$ cat src/ascc_pkg.sv
// package: register map, field positions and sequencing constants
`default_nettype none
package ascc_pkg;
  // register byte offsets on the apb bus
  localparam logic [7:0] ADDR_CTRL1  = 8'h00;
  localparam logic [7:0] ADDR_STATUS = 8'h04;
  localparam logic [7:0] ADDR_MASK   = 8'h08;
  localparam logic [7:0] ADDR_RESULT = 8'h0c;
  localparam logic [7:0] ADDR_SAMPT  = 8'h10;
  localparam logic [7:0] ADDR_CTRL2  = 8'h14;
  // control register 1 field positions
  localparam int unsigned POS_ON    = 15;
  localparam int unsigned POS_SIDL  = 13;
  localparam int unsigned POS_FORM  = 8;
  localparam int unsigned POS_TRIG  = 5;
  localparam int unsigned POS_SIM   = 3;
  localparam int unsigned POS_AUTO  = 2;
  localparam int unsigned POS_ACQ   = 1;
  localparam int unsigned POS_DONE  = 0;
  // implemented bits of control register 1
  localparam logic [15:0] CTRL1_WMASK = 16'ha3ef;
  localparam logic [15:0] CTRL1_RST   = 16'h0000;
  // result layouts
  localparam logic [1:0] FORM_UINT  = 2'h0;
  localparam logic [1:0] FORM_SINT  = 2'h1;
  localparam logic [1:0] FORM_SFRAC = 2'h3;
  // conversion trigger codes
  localparam logic [2:0] TRIG_SW    = 3'h0;
  localparam logic [2:0] TRIG_TMR3  = 3'h2;
  localparam logic [2:0] TRIG_PWM   = 3'h3;
  localparam logic [2:0] TRIG_AUTO  = 3'h7;
  // interrupt status bit positions
  localparam int unsigned IRQ_DONE = 0;
  localparam int unsigned IRQ_CONV = 1;
  // converter busy time per channel in clock cycles
  localparam logic [3:0] CONV_CYCLES   = 4'hc;
  localparam logic [7:0] SAMPT_RST     = 8'h03;
  localparam int unsigned RES_DEPTH    = 4;
  // user-side signals that travel together
  typedef struct packed {
    logic       tmr3_match;
    logic       pwm_interval;
    logic       idle;
  } ascc_events_t;
  typedef struct packed {
    logic       sample;
    logic [3:0] hold_ch;
    logic       convert;
    logic [1:0] ch;
  } ascc_afe_t;
endpackage
`default_nettype wire

$ cat src/ascc_result_mem.sv
// result memory: one formatted word per sample/hold channel
`default_nettype none
module ascc_result_mem (
  input  wire logic        clk_i,
  input  wire logic        we_i,
  input  wire logic [1:0]  waddr_i,
  input  wire logic [15:0] wdata_i,
  input  wire logic [1:0]  raddr_i,
  output logic      [15:0] rdata_o
);
  logic [15:0] mem_reg [ascc_pkg::RES_DEPTH];

  // write port; storage needs no reset
  always_ff @(posedge clk_i) begin
    if (we_i) begin
      mem_reg[waddr_i] <= wdata_i;
    end
  end

  // registered read port
  always_ff @(posedge clk_i) begin
    rdata_o <= mem_reg[raddr_i];
  end
endmodule
`default_nettype wire

$ cat src/ascc_top.sv
// converter sample/convert control with apb registers and interrupt
`default_nettype none
module ascc_top (
  input  wire logic                   clk_i,
  input  wire logic                   rst_n_i,
  input  wire logic                   psel_i,
  input  wire logic                   penable_i,
  input  wire logic                   pwrite_i,
  input  wire logic [7:0]             paddr_i,
  input  wire logic [31:0]            pwdata_i,
  output logic      [31:0]            prdata_o,
  output logic                        pready_o,
  output logic                        pslverr_o,
  input  wire ascc_pkg::ascc_events_t evt_i,
  input  wire logic [9:0]             conv_data_i,
  output ascc_pkg::ascc_afe_t         afe_o,
  output logic                        irq_o
);
  typedef enum logic [1:0] {
    ST_OFF    = 2'b00,
    ST_IDLE   = 2'b01,
    ST_SAMPLE = 2'b10,
    ST_CONV   = 2'b11
  } ascc_state_t;

  // format a raw 10-bit code according to the layout field
  function automatic logic [15:0] fmt(input logic [1:0] f,
                                      input logic [9:0] d);
    case (f)
      ascc_pkg::FORM_SFRAC: fmt = {~d[9], d[8:0], 6'h00};
      ascc_pkg::FORM_SINT:  fmt = {{7{~d[9]}}, d[8:0]};
      ascc_pkg::FORM_UINT:  fmt = {6'h00, d};
      default:              fmt = {6'h00, d};
    endcase
  endfunction

  // reset release through two flip-flops
  logic rst_s1_reg, rst_n;
  always_ff @(posedge clk_i or negedge rst_n_i) begin
    if (!rst_n_i) begin
      rst_s1_reg <= 1'b0;
      rst_n      <= 1'b0;
    end else begin
      rst_s1_reg <= 1'b1;
      rst_n      <= rst_s1_reg;
    end
  end

  // event inputs come from other logic on this clock, no sync needed
  logic [15:0] ctrl_reg, ctrl_next;
  logic [1:0]  ctrl2_reg, ctrl2_next;
  logic [7:0]  sampt_reg, sampt_next;
  logic [1:0]  stat_reg, stat_next, mask_reg, mask_next;
  logic [31:0] prdata_next, prdata_reg;
  ascc_state_t st_reg, st_next;
  logic [7:0]  scnt_reg, scnt_next;
  logic [3:0]  ccnt_reg, ccnt_next;
  logic [1:0]  ch_reg, ch_next;
  logic [1:0]  last_ch;
  logic        sim_eff, run, trig, conv_end, wr, rd, acq_wr_clr;
  logic        mem_we;
  logic [15:0] mem_rdata;

  assign wr = psel_i & penable_i & pwrite_i;
  assign rd = psel_i & penable_i & ~pwrite_i;
  assign pready_o  = 1'b1;                          // zero wait states
  assign pslverr_o = 1'b0;

  wire logic on_b   = ctrl_reg[ascc_pkg::POS_ON];
  wire logic sidl_b = ctrl_reg[ascc_pkg::POS_SIDL];
  wire logic auto_b = ctrl_reg[ascc_pkg::POS_AUTO];
  wire logic acq_b  = ctrl_reg[ascc_pkg::POS_ACQ];
  wire logic [2:0] trig_f = ctrl_reg[ascc_pkg::POS_TRIG +: 3];

  // converter may run only when on and not halted by idle
  assign run = on_b & ~(sidl_b & evt_i.idle);
  // simultaneous only with more than one channel selected
  assign sim_eff = ctrl_reg[ascc_pkg::POS_SIM] & (ctrl2_reg != 2'h0);
  assign last_ch = (ctrl2_reg[1]) ? 2'h3 : ctrl2_reg;
  assign acq_wr_clr = wr && paddr_i == ascc_pkg::ADDR_CTRL1
                      && !pwdata_i[ascc_pkg::POS_ACQ] && acq_b;

  // selection of the event that ends sampling; reserved codes never fire
  always_comb begin
    case (trig_f)
      ascc_pkg::TRIG_AUTO: trig = (scnt_reg == sampt_reg);
      ascc_pkg::TRIG_PWM:  trig = evt_i.pwm_interval;
      ascc_pkg::TRIG_TMR3: trig = evt_i.tmr3_match;
      ascc_pkg::TRIG_SW:   trig = acq_wr_clr;
      default:             trig = 1'b0;
    endcase
  end

  // sequencer: sample, then convert each channel in turn
  always_comb begin
    st_next   = st_reg;
    scnt_next = scnt_reg;
    ccnt_next = ccnt_reg;
    ch_next   = ch_reg;
    conv_end  = 1'b0;
    mem_we    = 1'b0;
    if (!run) begin
      st_next = ST_OFF;
    end else begin
      case (st_reg)
        ST_OFF: begin
          st_next = ST_IDLE;
        end
        ST_IDLE: begin
          if (acq_b) begin
            st_next   = ST_SAMPLE;
            scnt_next = 8'h00;
          end
        end
        ST_SAMPLE: begin
          scnt_next = scnt_reg + 8'h01;
          if (trig) begin
            st_next   = ST_CONV;
            ccnt_next = 4'h0;
            ch_next   = 2'h0;
          end
        end
        ST_CONV: begin
          ccnt_next = ccnt_reg + 4'h1;
          if (ccnt_reg == ascc_pkg::CONV_CYCLES - 4'h1) begin
            mem_we    = 1'b1;
            ccnt_next = 4'h0;
            if (ch_reg == last_ch) begin
              conv_end  = 1'b1;
              st_next   = auto_b ? ST_SAMPLE : ST_IDLE;
              scnt_next = 8'h00;
            end else begin
              ch_next = ch_reg + 2'h1;
            end
          end
        end
        default: st_next = ST_OFF;
      endcase
    end
  end

  // register writes, hardware set/clear of acquire and done flags
  always_comb begin
    ctrl_next  = ctrl_reg;
    ctrl2_next = ctrl2_reg;
    sampt_next = sampt_reg;
    mask_next  = mask_reg;
    stat_next  = stat_reg;
    if (wr) begin
      case (paddr_i)
        ascc_pkg::ADDR_CTRL1: begin
          // done is clear-only from software
          ctrl_next = (pwdata_i[15:0] & ascc_pkg::CTRL1_WMASK
                       & ~16'h0001)
                    | (ctrl_reg & pwdata_i[15:0] & 16'h0001);
        end
        ascc_pkg::ADDR_CTRL2: ctrl2_next = pwdata_i[1:0];
        ascc_pkg::ADDR_SAMPT: sampt_next = pwdata_i[7:0];
        ascc_pkg::ADDR_MASK:  mask_next  = pwdata_i[1:0];
        default: ;
      endcase
    end
    // read clears only the bits already handed out in prdata, so an
    // event that lands during the access phase is not lost
    if (rd && paddr_i == ascc_pkg::ADDR_STATUS) begin
      stat_next = stat_reg & ~prdata_reg[1:0];
    end
    if (mem_we) begin
      stat_next[ascc_pkg::IRQ_CONV] = 1'b1;          // set beats clear
    end
    if (st_reg == ST_SAMPLE && trig) begin
      ctrl_next[ascc_pkg::POS_ACQ] = 1'b0;
    end
    if (conv_end) begin
      ctrl_next[ascc_pkg::POS_DONE] = 1'b1;
      stat_next[ascc_pkg::IRQ_DONE] = 1'b1;
      if (auto_b) begin
        ctrl_next[ascc_pkg::POS_ACQ] = 1'b1;
      end
    end
    // follow the new on bit so on and acquire may be set in one write
    if (!ctrl_next[ascc_pkg::POS_ON]) begin
      ctrl_next[ascc_pkg::POS_ACQ] = 1'b0;
    end
  end

  // read data mux; unmapped offsets read zero
  always_comb begin
    prdata_next = 32'h0000_0000;
    case (paddr_i)
      ascc_pkg::ADDR_CTRL1:  prdata_next[15:0] = ctrl_reg;
      ascc_pkg::ADDR_CTRL2:  prdata_next[1:0]  = ctrl2_reg;
      ascc_pkg::ADDR_SAMPT:  prdata_next[7:0]  = sampt_reg;
      ascc_pkg::ADDR_STATUS: prdata_next[1:0]  = stat_reg;
      ascc_pkg::ADDR_MASK:   prdata_next[1:0]  = mask_reg;
      ascc_pkg::ADDR_RESULT: prdata_next[15:0] = mem_rdata;
      default: ;
    endcase
  end

  // control and sequencer state registers; controls reset to zero except sample time, which loads SAMPT_RST
  always_ff @(posedge clk_i or negedge rst_n) begin
    if (!rst_n) begin
      ctrl_reg  <= ascc_pkg::CTRL1_RST;
      ctrl2_reg <= 2'h0;
      sampt_reg <= ascc_pkg::SAMPT_RST;
      stat_reg  <= 2'h0;
      mask_reg  <= 2'h0;
      st_reg    <= ST_OFF;
      scnt_reg  <= 8'h00;
      ccnt_reg  <= 4'h0;
      ch_reg    <= 2'h0;
    end else begin
      ctrl_reg  <= ctrl_next;
      ctrl2_reg <= ctrl2_next;
      sampt_reg <= sampt_next;
      stat_reg  <= stat_next;
      mask_reg  <= mask_next;
      st_reg    <= st_next;
      scnt_reg  <= scnt_next;
      ccnt_reg  <= ccnt_next;
      ch_reg    <= ch_next;
    end
  end

  // prdata from a flop: valid in the access phase since setup set it
  always_ff @(posedge clk_i or negedge rst_n) begin
    if (!rst_n) begin
      prdata_reg <= 32'h0000_0000;
    end else begin
      prdata_reg <= prdata_next;
    end
  end
  assign prdata_o = prdata_reg;
  assign irq_o = |(stat_reg & mask_reg);

  // result store; read address fixed at channel 0
  ascc_result_mem u_mem (
    .clk_i   (clk_i),
    .we_i    (mem_we),
    .waddr_i (ch_reg),
    .wdata_i (fmt(ctrl_reg[ascc_pkg::POS_FORM +: 2], conv_data_i)),
    .raddr_i (2'h0),                  // result register shows channel 0
    .rdata_o (mem_rdata)
  );

  // analog front end: holds open during sampling
  always_comb begin
    afe_o.sample  = (st_reg == ST_SAMPLE);
    afe_o.convert = (st_reg == ST_CONV);
    afe_o.ch      = ch_reg;
    afe_o.hold_ch = 4'h0;
    if (st_reg == ST_SAMPLE) begin
      if (sim_eff) begin
        afe_o.hold_ch = ctrl2_reg[1] ? 4'hf : 4'h3;
      end else begin
        afe_o.hold_ch = 4'h1;
      end
    end else if (st_reg == ST_CONV && !sim_eff) begin
      afe_o.hold_ch = 4'h1 << ch_reg;
    end
  end

  // sequencer and register checks, sampled on the system clock
  AST_OFF_IDLE: assert property (@(posedge clk_i) disable iff (!rst_n)
    !run |=> st_reg == ST_OFF) else $error("not off");
  AST_HALT: assert property (@(posedge clk_i) disable iff (!rst_n)
    on_b && sidl_b && evt_i.idle |=> !afe_o.convert)
    else $error("runs in idle");
  AST_DONE_SET: assert property (@(posedge clk_i) disable iff (!rst_n)
    conv_end |=> ctrl_reg[ascc_pkg::POS_DONE]) else $error("done");
  // done may only drop on a software write of zero
  AST_DONE_HOLD: assert property (@(posedge clk_i) disable iff (!rst_n)
    ctrl_reg[ascc_pkg::POS_DONE] && !(wr && paddr_i == ascc_pkg::ADDR_CTRL1
    && !pwdata_i[ascc_pkg::POS_DONE]) |=> ctrl_reg[ascc_pkg::POS_DONE])
    else $error("done dropped");
  AST_AUTO: assert property (@(posedge clk_i) disable iff (!rst_n)
    conv_end && auto_b && ctrl_next[ascc_pkg::POS_ON]
    |=> st_reg == ST_SAMPLE && acq_b) else $error("no restart");
  AST_TRIG7: assert property (@(posedge clk_i) disable iff (!rst_n)
    st_reg == ST_SAMPLE && run && trig_f == ascc_pkg::TRIG_AUTO
    && scnt_reg == sampt_reg |=> st_reg == ST_CONV)
    else $error("counter");
  // each selected event ends sampling on the next edge
  AST_TMR3: assert property (@(posedge clk_i) disable iff (!rst_n)
    st_reg == ST_SAMPLE && run && trig_f == ascc_pkg::TRIG_TMR3
    && evt_i.tmr3_match |=> st_reg == ST_CONV) else $error("timer3");
  AST_PWM: assert property (@(posedge clk_i) disable iff (!rst_n)
    st_reg == ST_SAMPLE && run && trig_f == ascc_pkg::TRIG_PWM
    && evt_i.pwm_interval |=> st_reg == ST_CONV) else $error("pwm");
  AST_SWCLR: assert property (@(posedge clk_i) disable iff (!rst_n)
    st_reg == ST_SAMPLE && run && trig_f == ascc_pkg::TRIG_SW
    && acq_wr_clr |=> st_reg == ST_CONV) else $error("sw clear");
  AST_ACQ_END: assert property (@(posedge clk_i) disable iff (!rst_n)
    st_reg == ST_SAMPLE && run && trig |=> !acq_b)
    else $error("acquire kept");
  AST_START: assert property (@(posedge clk_i) disable iff (!rst_n)
    st_reg == ST_IDLE && run && acq_b |=> st_reg == ST_SAMPLE)
    else $error("no start");
  AST_IDLE_WAIT: assert property (@(posedge clk_i) disable iff (!rst_n)
    st_reg == ST_IDLE && run && !acq_b |=> st_reg == ST_IDLE)
    else $error("early start");
  AST_RSVD: assert property (@(posedge clk_i) disable iff (!rst_n)
    trig_f[2:1] == 2'b10 |-> !trig) else $error("reserved");
  AST_SIM: assert property (@(posedge clk_i) disable iff (!rst_n)
    ctrl2_reg == 2'h0 |-> !sim_eff) else $error("sim");
  AST_SIM_HOLD: assert property (@(posedge clk_i) disable iff (!rst_n)
    st_reg == ST_SAMPLE && sim_eff && ctrl2_reg[1] |-> afe_o.hold_ch == 4'hf)
    else $error("sim hold");
  AST_UNIMP: assert property (@(posedge clk_i) disable iff (!rst_n)
    (ctrl_reg & ~ascc_pkg::CTRL1_WMASK) == 16'h0000)
    else $error("unimpl bit");
  AST_IRQ: assert property (@(posedge clk_i) disable iff (!rst_n)
    ##1 irq_o == |($past(stat_next) & $past(mask_next)))
    else $error("irq");
  // scenarios worth seeing in every run
  COV_SW: cover property (@(posedge clk_i) st_reg == ST_SAMPLE
    && trig_f == ascc_pkg::TRIG_SW && trig);
  COV_AUTO: cover property (@(posedge clk_i) conv_end && auto_b);
  COV_SIM: cover property (@(posedge clk_i) afe_o.hold_ch == 4'hf);
  COV_TMR3: cover property (@(posedge clk_i) st_reg == ST_SAMPLE
    && trig_f == ascc_pkg::TRIG_TMR3 && trig);
  COV_HALT: cover property (@(posedge clk_i) on_b && sidl_b && evt_i.idle);
endmodule
`default_nettype wire

$ cat config.mk
export PLATFORM = sky130hd
export DESIGN_NAME = ascc_top
export DESIGN_NICKNAME = d
export VERILOG_FILES = /design/src/ascc_pkg.sv /design/src/ascc_result_mem.sv /design/src/ascc_top.sv
export SDC_FILE = /design/constraint.sdc
export NUM_CORES = 1
export LEC_CHECK = 0
export BUFFER_PORTS_ARGS = -buffer_cell sky130_fd_sc_hd__clkbuf_2
export CAP_MARGIN = 20
export CORE_ASPECT_RATIO = 1.4
export CORE_MARGIN = 10
export CORE_UTILIZATION = 30
export CTS_CLUSTER_DIAMETER = 150
export DETAILED_ROUTE_END_ITERATION = 10
export GPL_TIMING_DRIVEN = 0
export PLACE_DENSITY = 0.54
export SLEW_MARGIN = 20
export SYNTH_ARGS = -nofsm -noshare
export SYNTH_HDL_FRONTEND = slang
export SYNTH_SLANG_ARGS = --single-unit
$ cat constraint.sdc
create_clock -name clk_i -period 1.7 [get_ports clk_i]
set_clock_uncertainty 0.1 [all_clocks]
set_input_delay 0.34 -clock clk_i [delete_from_list [all_inputs] [get_ports clk_i]]
set_output_delay 0.34 -clock clk_i [all_outputs]
set_load 0.02 [all_outputs]
==> results of run 1 <==
layout make-up:
| cell class | count | share of cell area |
|---|---|---|
| Inverter | 18 | 0.01183 |
| Sequential cell | 91 | 0.3939 |
| Clock inverter | 6 | 0.01485 |
| Multi-Input combinational cell | 230 | 0.3397 |
| Clock buffer | 10 | 0.04109 |
| Tap cell | 182 | 0.03916 |
| Timing Repair Buffer | 102 | 0.1224 |
| Buffer | 26 | 0.03701 |
per-layer routing:
layer,GRT usage,up-vias,wire length (um)
li1,-,1484,-
met1,0.1233,1561,4206
met2,0.2184,67,6144
met3,0.02959,15,412
met4,0.04082,0,226
met5,0,-,0
stage by stage:
stage	instances	setup WS, ns	util	area (sq um)
after floorplan	365	-0.1981	-	4220
after global placement	608	-0.5423	0.3567	4753
after detailed placement	608	-0.5455	0.3569	4756
after CTS	654	-0.2291	0.4204	5602
after global routing	665	-0.2797	0.4364	5816
final	665	-0.2039	0.4364	5816
cells in the final DEF (no fill, tap or decap), drive strengths merged, types with 5 or more instances in the layout:
| cell | instances |
|---|---|
| clkbuf | 69 |
| buf | 68 |
| dfrtp | 57 |
| nand2 | 23 |
| mux2 | 23 |
| a21oi | 21 |
| conb | 19 |
| inv | 18 |
| edfxtp | 16 |
| dfxtp | 16 |
| and2 | 16 |
| o21ai | 11 |
| nor2 | 9 |
| nand3 | 9 |
| a22o | 7 |
| nor3 | 7 |
| xor2 | 6 |
| a21o | 6 |
| and3 | 6 |
| ha | 6 |
| a222oi | 5 |
| nor4 | 5 |
| a31oi | 5 |
cells by family (layout without fill, tap and decap cells):
group           after synthesis  in the layout
simple gates                 98             99
flops                        91             91
compound gates               69             69
buf+inv                      45            162
mux                          28             28
xor+xnor                      9              9
fa+ha+maj                     6              6
other cells                   2             19
power groups by stage:
stage	Clock [uW]	Combinational [uW]	Sequential [uW]
after detailed placement	0	192	2300
after global placement	0	191	2300
after global routing	2320	242	2260
after floorplan	0	119	2290
final	2160	224	2260
after CTS	2200	210	2260
worst min-delay path by stage:
| stage | start | end | depth (start not counted) |
|---|---|---|---|
| 2_1_floorplan | rst_n_i | rst_n | 0 |
| 5_1_grt | pwdata_i[8] | ctrl_reg[8] | 2 |
| 3_3_place_gp | rst_n_i | rst_s1_reg | 1 |
| 3_5_place_dp | rst_n_i | rst_s1_reg | 1 |
| 4_1_cts | pwdata_i[8] | ctrl_reg[8] | 2 |
| 6_report | pwdata_i[9] | ctrl_reg[9] | 2 |
timing repair:
item                                    4_1_cts  5_1_grt
cloned                                        2        0
hold buffers                                  1        0
endpoints found under the setup margin       67       64
endpoints found under the hold margin         2        0
gates resized for setup                      74       38
pin swaps                                    28       24
buffers inserted                             27       13
critical path, delay by kind of cell, from the launching register on:
kind	cells	cell delay (ns)
flip-flops	1	0.42
AO/OA/AOI/OAI	2	0.41
buffers and inverters	1	0.16
AND/OR/NAND/NOR	1	0.13
==> impl_metrics.tcl, run 1 <==
set metrics [dict create \
    place_congestion 0.7975 \
    cts_tree "built" \
    synth.yosys.seq_area_share 0.5601 \
    synth_top_area_cell "dfrtp_1" \
    syn-cell-area_sq_um 4070 \
    multi_input_area_sq_um 1976 \
    diodes 0 \
    total_power_uw 4639 \
    drt-total-wl_um 10990 \
    hpwlAfterDp_um 7829 \
    core_sq_um 13330 \
    drive_above_1_share 0.4886 \
    crit_chain "o21ai_4 -> nand3_1 -> a21oi_2 -> clkbuf_8" \
    r2r-end "u_mem.mem_reg[0][7]" \
    async_reset_ff_frac 0.6484 \
    startpoint "ctrl2_reg[1]" \
    synthAdderAreaFrac 0.01844 \
    end_kind "primary output" \
    areaGrowthSynthToFinish_pct 42.88 \
    hold_violations 0 \
    vias 3127 \
    avgSynthCellArea_sq_um 11.70 \
    path_clk_slew_ns 0.06 \
    power_frac_seq 0.487 \
    first_pass_iters 4 \
    sw_frac_of_total 0.2119 \
    rr_worst_depth 5 \
    h-tree-depth 3 \
    path_max_fanout 5 \
    cpPeakStageDelay_ns 0.42 \
    routed_via_density 4.702 \
    tns_ns -4.396 \
    endpoint "afe_o[6]" \
    crit_slowest_cell "dfrtp_1" \
    drc_errors 0 \
    p_leak_uw 0.002749 \
    cts-buffers-inserted 9 \
    insertion_delay_ns 0.34 \
    r2r_slack_ns -0.16 \
    fill_cells 1239 \
    grt_pass1_wl_um 17290 \
    ant_nets 0 \
    hp-class "primary input to flip-flop" \
    dieArea_sq_um 18690 \
    p_comb_frac 0.048 \
    critPathArrivalTime_ns 1.46 \
    synth-main-ff-cell "dfrtp_1" \
    drtIter0Drc 179 \
    nets 542 \
    netlist-cell-type-count 59 \
    synthTopCellsByArea "dfrtp_1 35%, edfxtp_1 12%, dfxtp_1 7.9%" \
    initial_core_util 0.3054 \
    ios 101 \
    synth_top_area_frac 0.3504 \
    finalCritPeriodShare 1.120 \
    track_usage 0.1163 \
    worst_pin_slew_ns 0.7778 \
    crit_required_ns 1.26 \
    clockRootBuffer "clkbuf_16" \
    fp.dieW_um 118.4 \
    wire_per_inst_um 16.52 \
    power_density_nw_per_um2 797.6 \
    antenna_found_initial 0 \
    final.min_clock_period_ns 1.904 \
    crit_type "flip-flop to primary output" \
    p_switching_uw 982.9 \
    grt_overflow 0 \
    fin_hold_ws_ns 0.1397 \
    ir_worst_vdd_uv 590.5 \
    clkPwrFrac 0.465 \
    regArea_sq_um 2291 \
    synth.most_common_cell "dfrtp_1" \
    die_h_um 157.8 \
    yosys.area_share.xor_xnor 0.01937 \
    violations "negative setup slack" \
    ys_seq_elements 91 \
    clockBufferDepth 2 \
    cap_viol_max_count 0 \
    io_buffers 61 \
    internal_power_uw 3656 \
    synth_edf_count 16 \
    rows 50 \
    cp-start-kind "flip-flop" \
    finalMaxSlewViolations 0 \
    status "complete, but fails checks" \
    rsz0062_at_grt "yes" \
    clkSinkCount 91 \
    synth_common_cells "57 x dfrtp_1, 23 x mux2_2, 22 x nand2_1" \
    timing.rr.start "ccnt_reg[0]" \
    relSlewSlack 0.4815 \
    yosys_warnings 0 \
    synth_cells 348 \
    timing.final.ws_setup_ns -0.2039 \
    synthSimpleGateAreaFrac 0.1408 \
    grt_pass1_vias 3262 \
    finalSetupViolations 42 \
    clock.fmax_ghz 0.5252 \
    synth_mux_area_frac 0.08208 \
    synth_compound_gate_area_share 0.1156 \
    synth_top_family_by_area "simple AND/OR/NAND/NOR gates" \
    grt_max_degree 58 \
]
Note: power is estimated with default switching activity, not from simulation.
==> inputs of run 2 (changes only) <==
--- a/config.mk
+++ b/config.mk
@@ -13,8 +13,9 @@
 export CTS_CLUSTER_DIAMETER = 150
 export DETAILED_ROUTE_END_ITERATION = 10
 export GPL_TIMING_DRIVEN = 0
-export PLACE_DENSITY = 0.54
+export PLACE_DENSITY = 0.52
 export SLEW_MARGIN = 20
 export SYNTH_ARGS = -nofsm -noshare
 export SYNTH_HDL_FRONTEND = slang
+export SYNTH_HIERARCHICAL = 1
 export SYNTH_SLANG_ARGS = --single-unit
==> impl_metrics.tcl, run 2 <==
set metrics [dict create \
    tns_ns -8.655 \
    synth_top_area_cell "edfxtp_1" \
    yosys_warnings 6 \
    hp-class "primary input to flip-flop" \
    die_h_um 187.5 \
    drt-total-wl_um 15160 \
    cts-buffers-inserted 17 \
    first_pass_iters 4 \
    cts_tree "built" \
    power_density_nw_per_um2 932.6 \
    grt_pass1_vias 4230 \
    finalSetupViolations 82 \
    drive_above_1_share 0.4397 \
    cap_viol_max_count 0 \
    grt_overflow 0 \
    ir_worst_vdd_uv 472.7 \
    h-tree-depth 4 \
    areaGrowthSynthToFinish_pct 31.09 \
    async_reset_ff_frac 0.4245 \
    ios 101 \
    path_clk_slew_ns 0.06 \
    synth_edf_count 64 \
    yosys.area_share.xor_xnor 0.01311 \
    fp.dieW_um 139.6 \
    rsz0062_at_grt "yes" \
    synth_top_family_by_area "multiplexers" \
    insertion_delay_ns 0.42 \
    synth-main-ff-cell "edfxtp_1" \
    clockRootBuffer "clkbuf_16" \
    synth_cells 421 \
    status "complete, but fails checks" \
    largest_reg_flops 64 \
    final_cell_mix "64 x edfxtp_1, 56 x clkbuf_2, 47 x dfrtp_1" \
    synth_mux_area_frac 0.1265 \
    nets 615 \
    synth_top_area_frac 0.3197 \
    clkSinkCount 139 \
    cp-start-kind "flip-flop" \
    finalMaxSlewViolations 0 \
    path_max_fanout 5 \
    antenna_found_initial 0 \
    synthAdderAreaFrac 0.01249 \
    crit_required_ns 1.26 \
    final_common_cell "edfxtp_1" \
    synthSimpleGateAreaFrac 0.08678 \
    synth.most_common_cell "edfxtp_1" \
    final.min_clock_period_ns 1.942 \
    clock.fmax_ghz 0.5148 \
    vias 3893 \
    netlist-cell-type-count 62 \
    finalCritPeriodShare 1.143 \
    drc_errors 0 \
    track_usage 0.1141 \
    rows 61 \
    io_buffers 62 \
    critPathArrivalTime_ns 1.50 \
    dieArea_sq_um 26180 \
    syn-cell-area_sq_um 6012 \
    timing.final.ws_setup_ns -0.2424 \
    synth_compound_gate_area_share 0.08991 \
    ant_nets 0 \
    fill_cells 1855 \
    initial_core_util 0.3041 \
    p_leak_uw 0.003418 \
    drtIter0Drc 184 \
    avgSynthCellArea_sq_um 14.28 \
    utilization 0.3987 \
    synth.yosys.seq_area_share 0.6189 \
    core_sq_um 19770 \
    diodes 0 \
    dp_slack_ns -0.8336 \
    wire_per_inst_um 18.58 \
    hpwlAfterDp_um 10580 \
    end_kind "primary output" \
    synthTopCellsByArea "edfxtp_1 32%, dfrtp_1 24%, dfxtp_1 5.3%" \
    routed_via_density 4.771 \
    synth_common_cells "64 x edfxtp_1, 57 x dfrtp_1, 24 x mux2_2" \
    total_power_uw 7350 \
    clockBufferDepth 2 \
    place_congestion 0.8553 \
    hold_violations 0 \
    crit_type "flip-flop to primary output" \
    violations "negative setup slack" \
    grt_pass1_wl_um 23360 \
    grt_max_degree 58 \
    worst_pin_slew_ns 0.7817 \
    ys_seq_elements 139 \
    relSlewSlack 0.4788 \
]
[run 2: cell count changes in the layout (fill, tap and decap cells not counted), sizes merged, moves of 5 or more]
cell / delta
edfxtp: +48
mux4: +16
clkbuf: +10
inv: +10
buf: -7
nor2: +7
o2bb2ai: +7
and2: -6
a21o: -5
[run 2: layout make-up]
type	instances	area [sq um]	area share
sequential	139	3736	0.4740
multi-input combinational	250	2297	0.2915
timing repair buffer	91	639.4	0.08112
clock buffer	17	425.4	0.05398
tap	252	315.3	0.04001
buffer	33	265.3	0.03366
clock inverter	15	128.9	0.01635
inverter	19	73.82	0.009367
[run 2: report_power, final]
part / switching (uW) / leakage (uW) / internal, uW / total, uW
clock: 1560 / 0.000266 / 1920 / 3470
sequential: 42.8 / 0.00154 / 3540 / 3580
combinational: 162 / 0.00161 / 139 / 300
total: 1760 / 0.00342 / 5590 / 7350
[run 2: worst max-delay path, cell delays in order (launching register included)]
cell	delay, ns
dfrtp_2	0.42
buf_8	0.14
nand3b_1	0.20
a21oi_2	0.17
clkbuf_8	0.16
[run 2: layer usage]
layer / GRT usage / up-vias / part of all wire
met3: 0.02503 / 23 / 0.034
met5: 0 / - / 0
li1: - / 1824 / -
met1: 0.1160 / 1961 / 0.37
met2: 0.2170 / 85 / 0.57
met4: 0.04817 / 0 / 0.021
[run 2: stage by stage]
stage	hold WS (ns)	instance area, sq um	std cells
after floorplan	-0.05559	6161	440
after global placement	0.02620	6787	754
after detailed placement	0.02973	6789	754
after CTS	0.05121	7647	804
after global routing	0.05531	7881	816
final	0.06326	7881	816
[run 2: path summary, 6_finish.rpt]
check | start | endpoint | cells after the start | slack, ns
hold / removal | pwdata_i[8] | ctrl_reg[8] | 2 | 0.06
min in group asynchronous | rst_n_i | rst_n | 2 | 0.13
hold reg to reg | rst_s1_reg | rst_n | 0 | 0.25
setup / recovery | st_reg[0] | afe_o[5] | 4 | -0.24
setup reg to reg | ctrl_reg[13] | u_mem/mem_reg[0][15] | 6 | -0.16
max in group asynchronous | rst_n | ctrl_reg[3] | 0 | 0.61
[run 2: kinds of logic (layout without fill, tap and decap cells)]
family | Yosys count | in the layout
DFF | 139 | 139
and+or+nand+nor | 96 | 97
adders and majority gates | 6 | 6
xor gates and xnor gates | 9 | 9
muxes | 47 | 47
other | 2 | 21
buffers and inverters | 52 | 175
AOI/OAI and AO/OA | 70 | 70
[run 2: what timing repair did]
item	4_1_cts	5_1_grt
buffers inserted	16	14
gates resized for setup	38	46
hold buffers	1	0
gates cloned	1	1
pin swaps	10	8
setup endpoints to repair	109	102
endpoints found under the hold margin	2	0
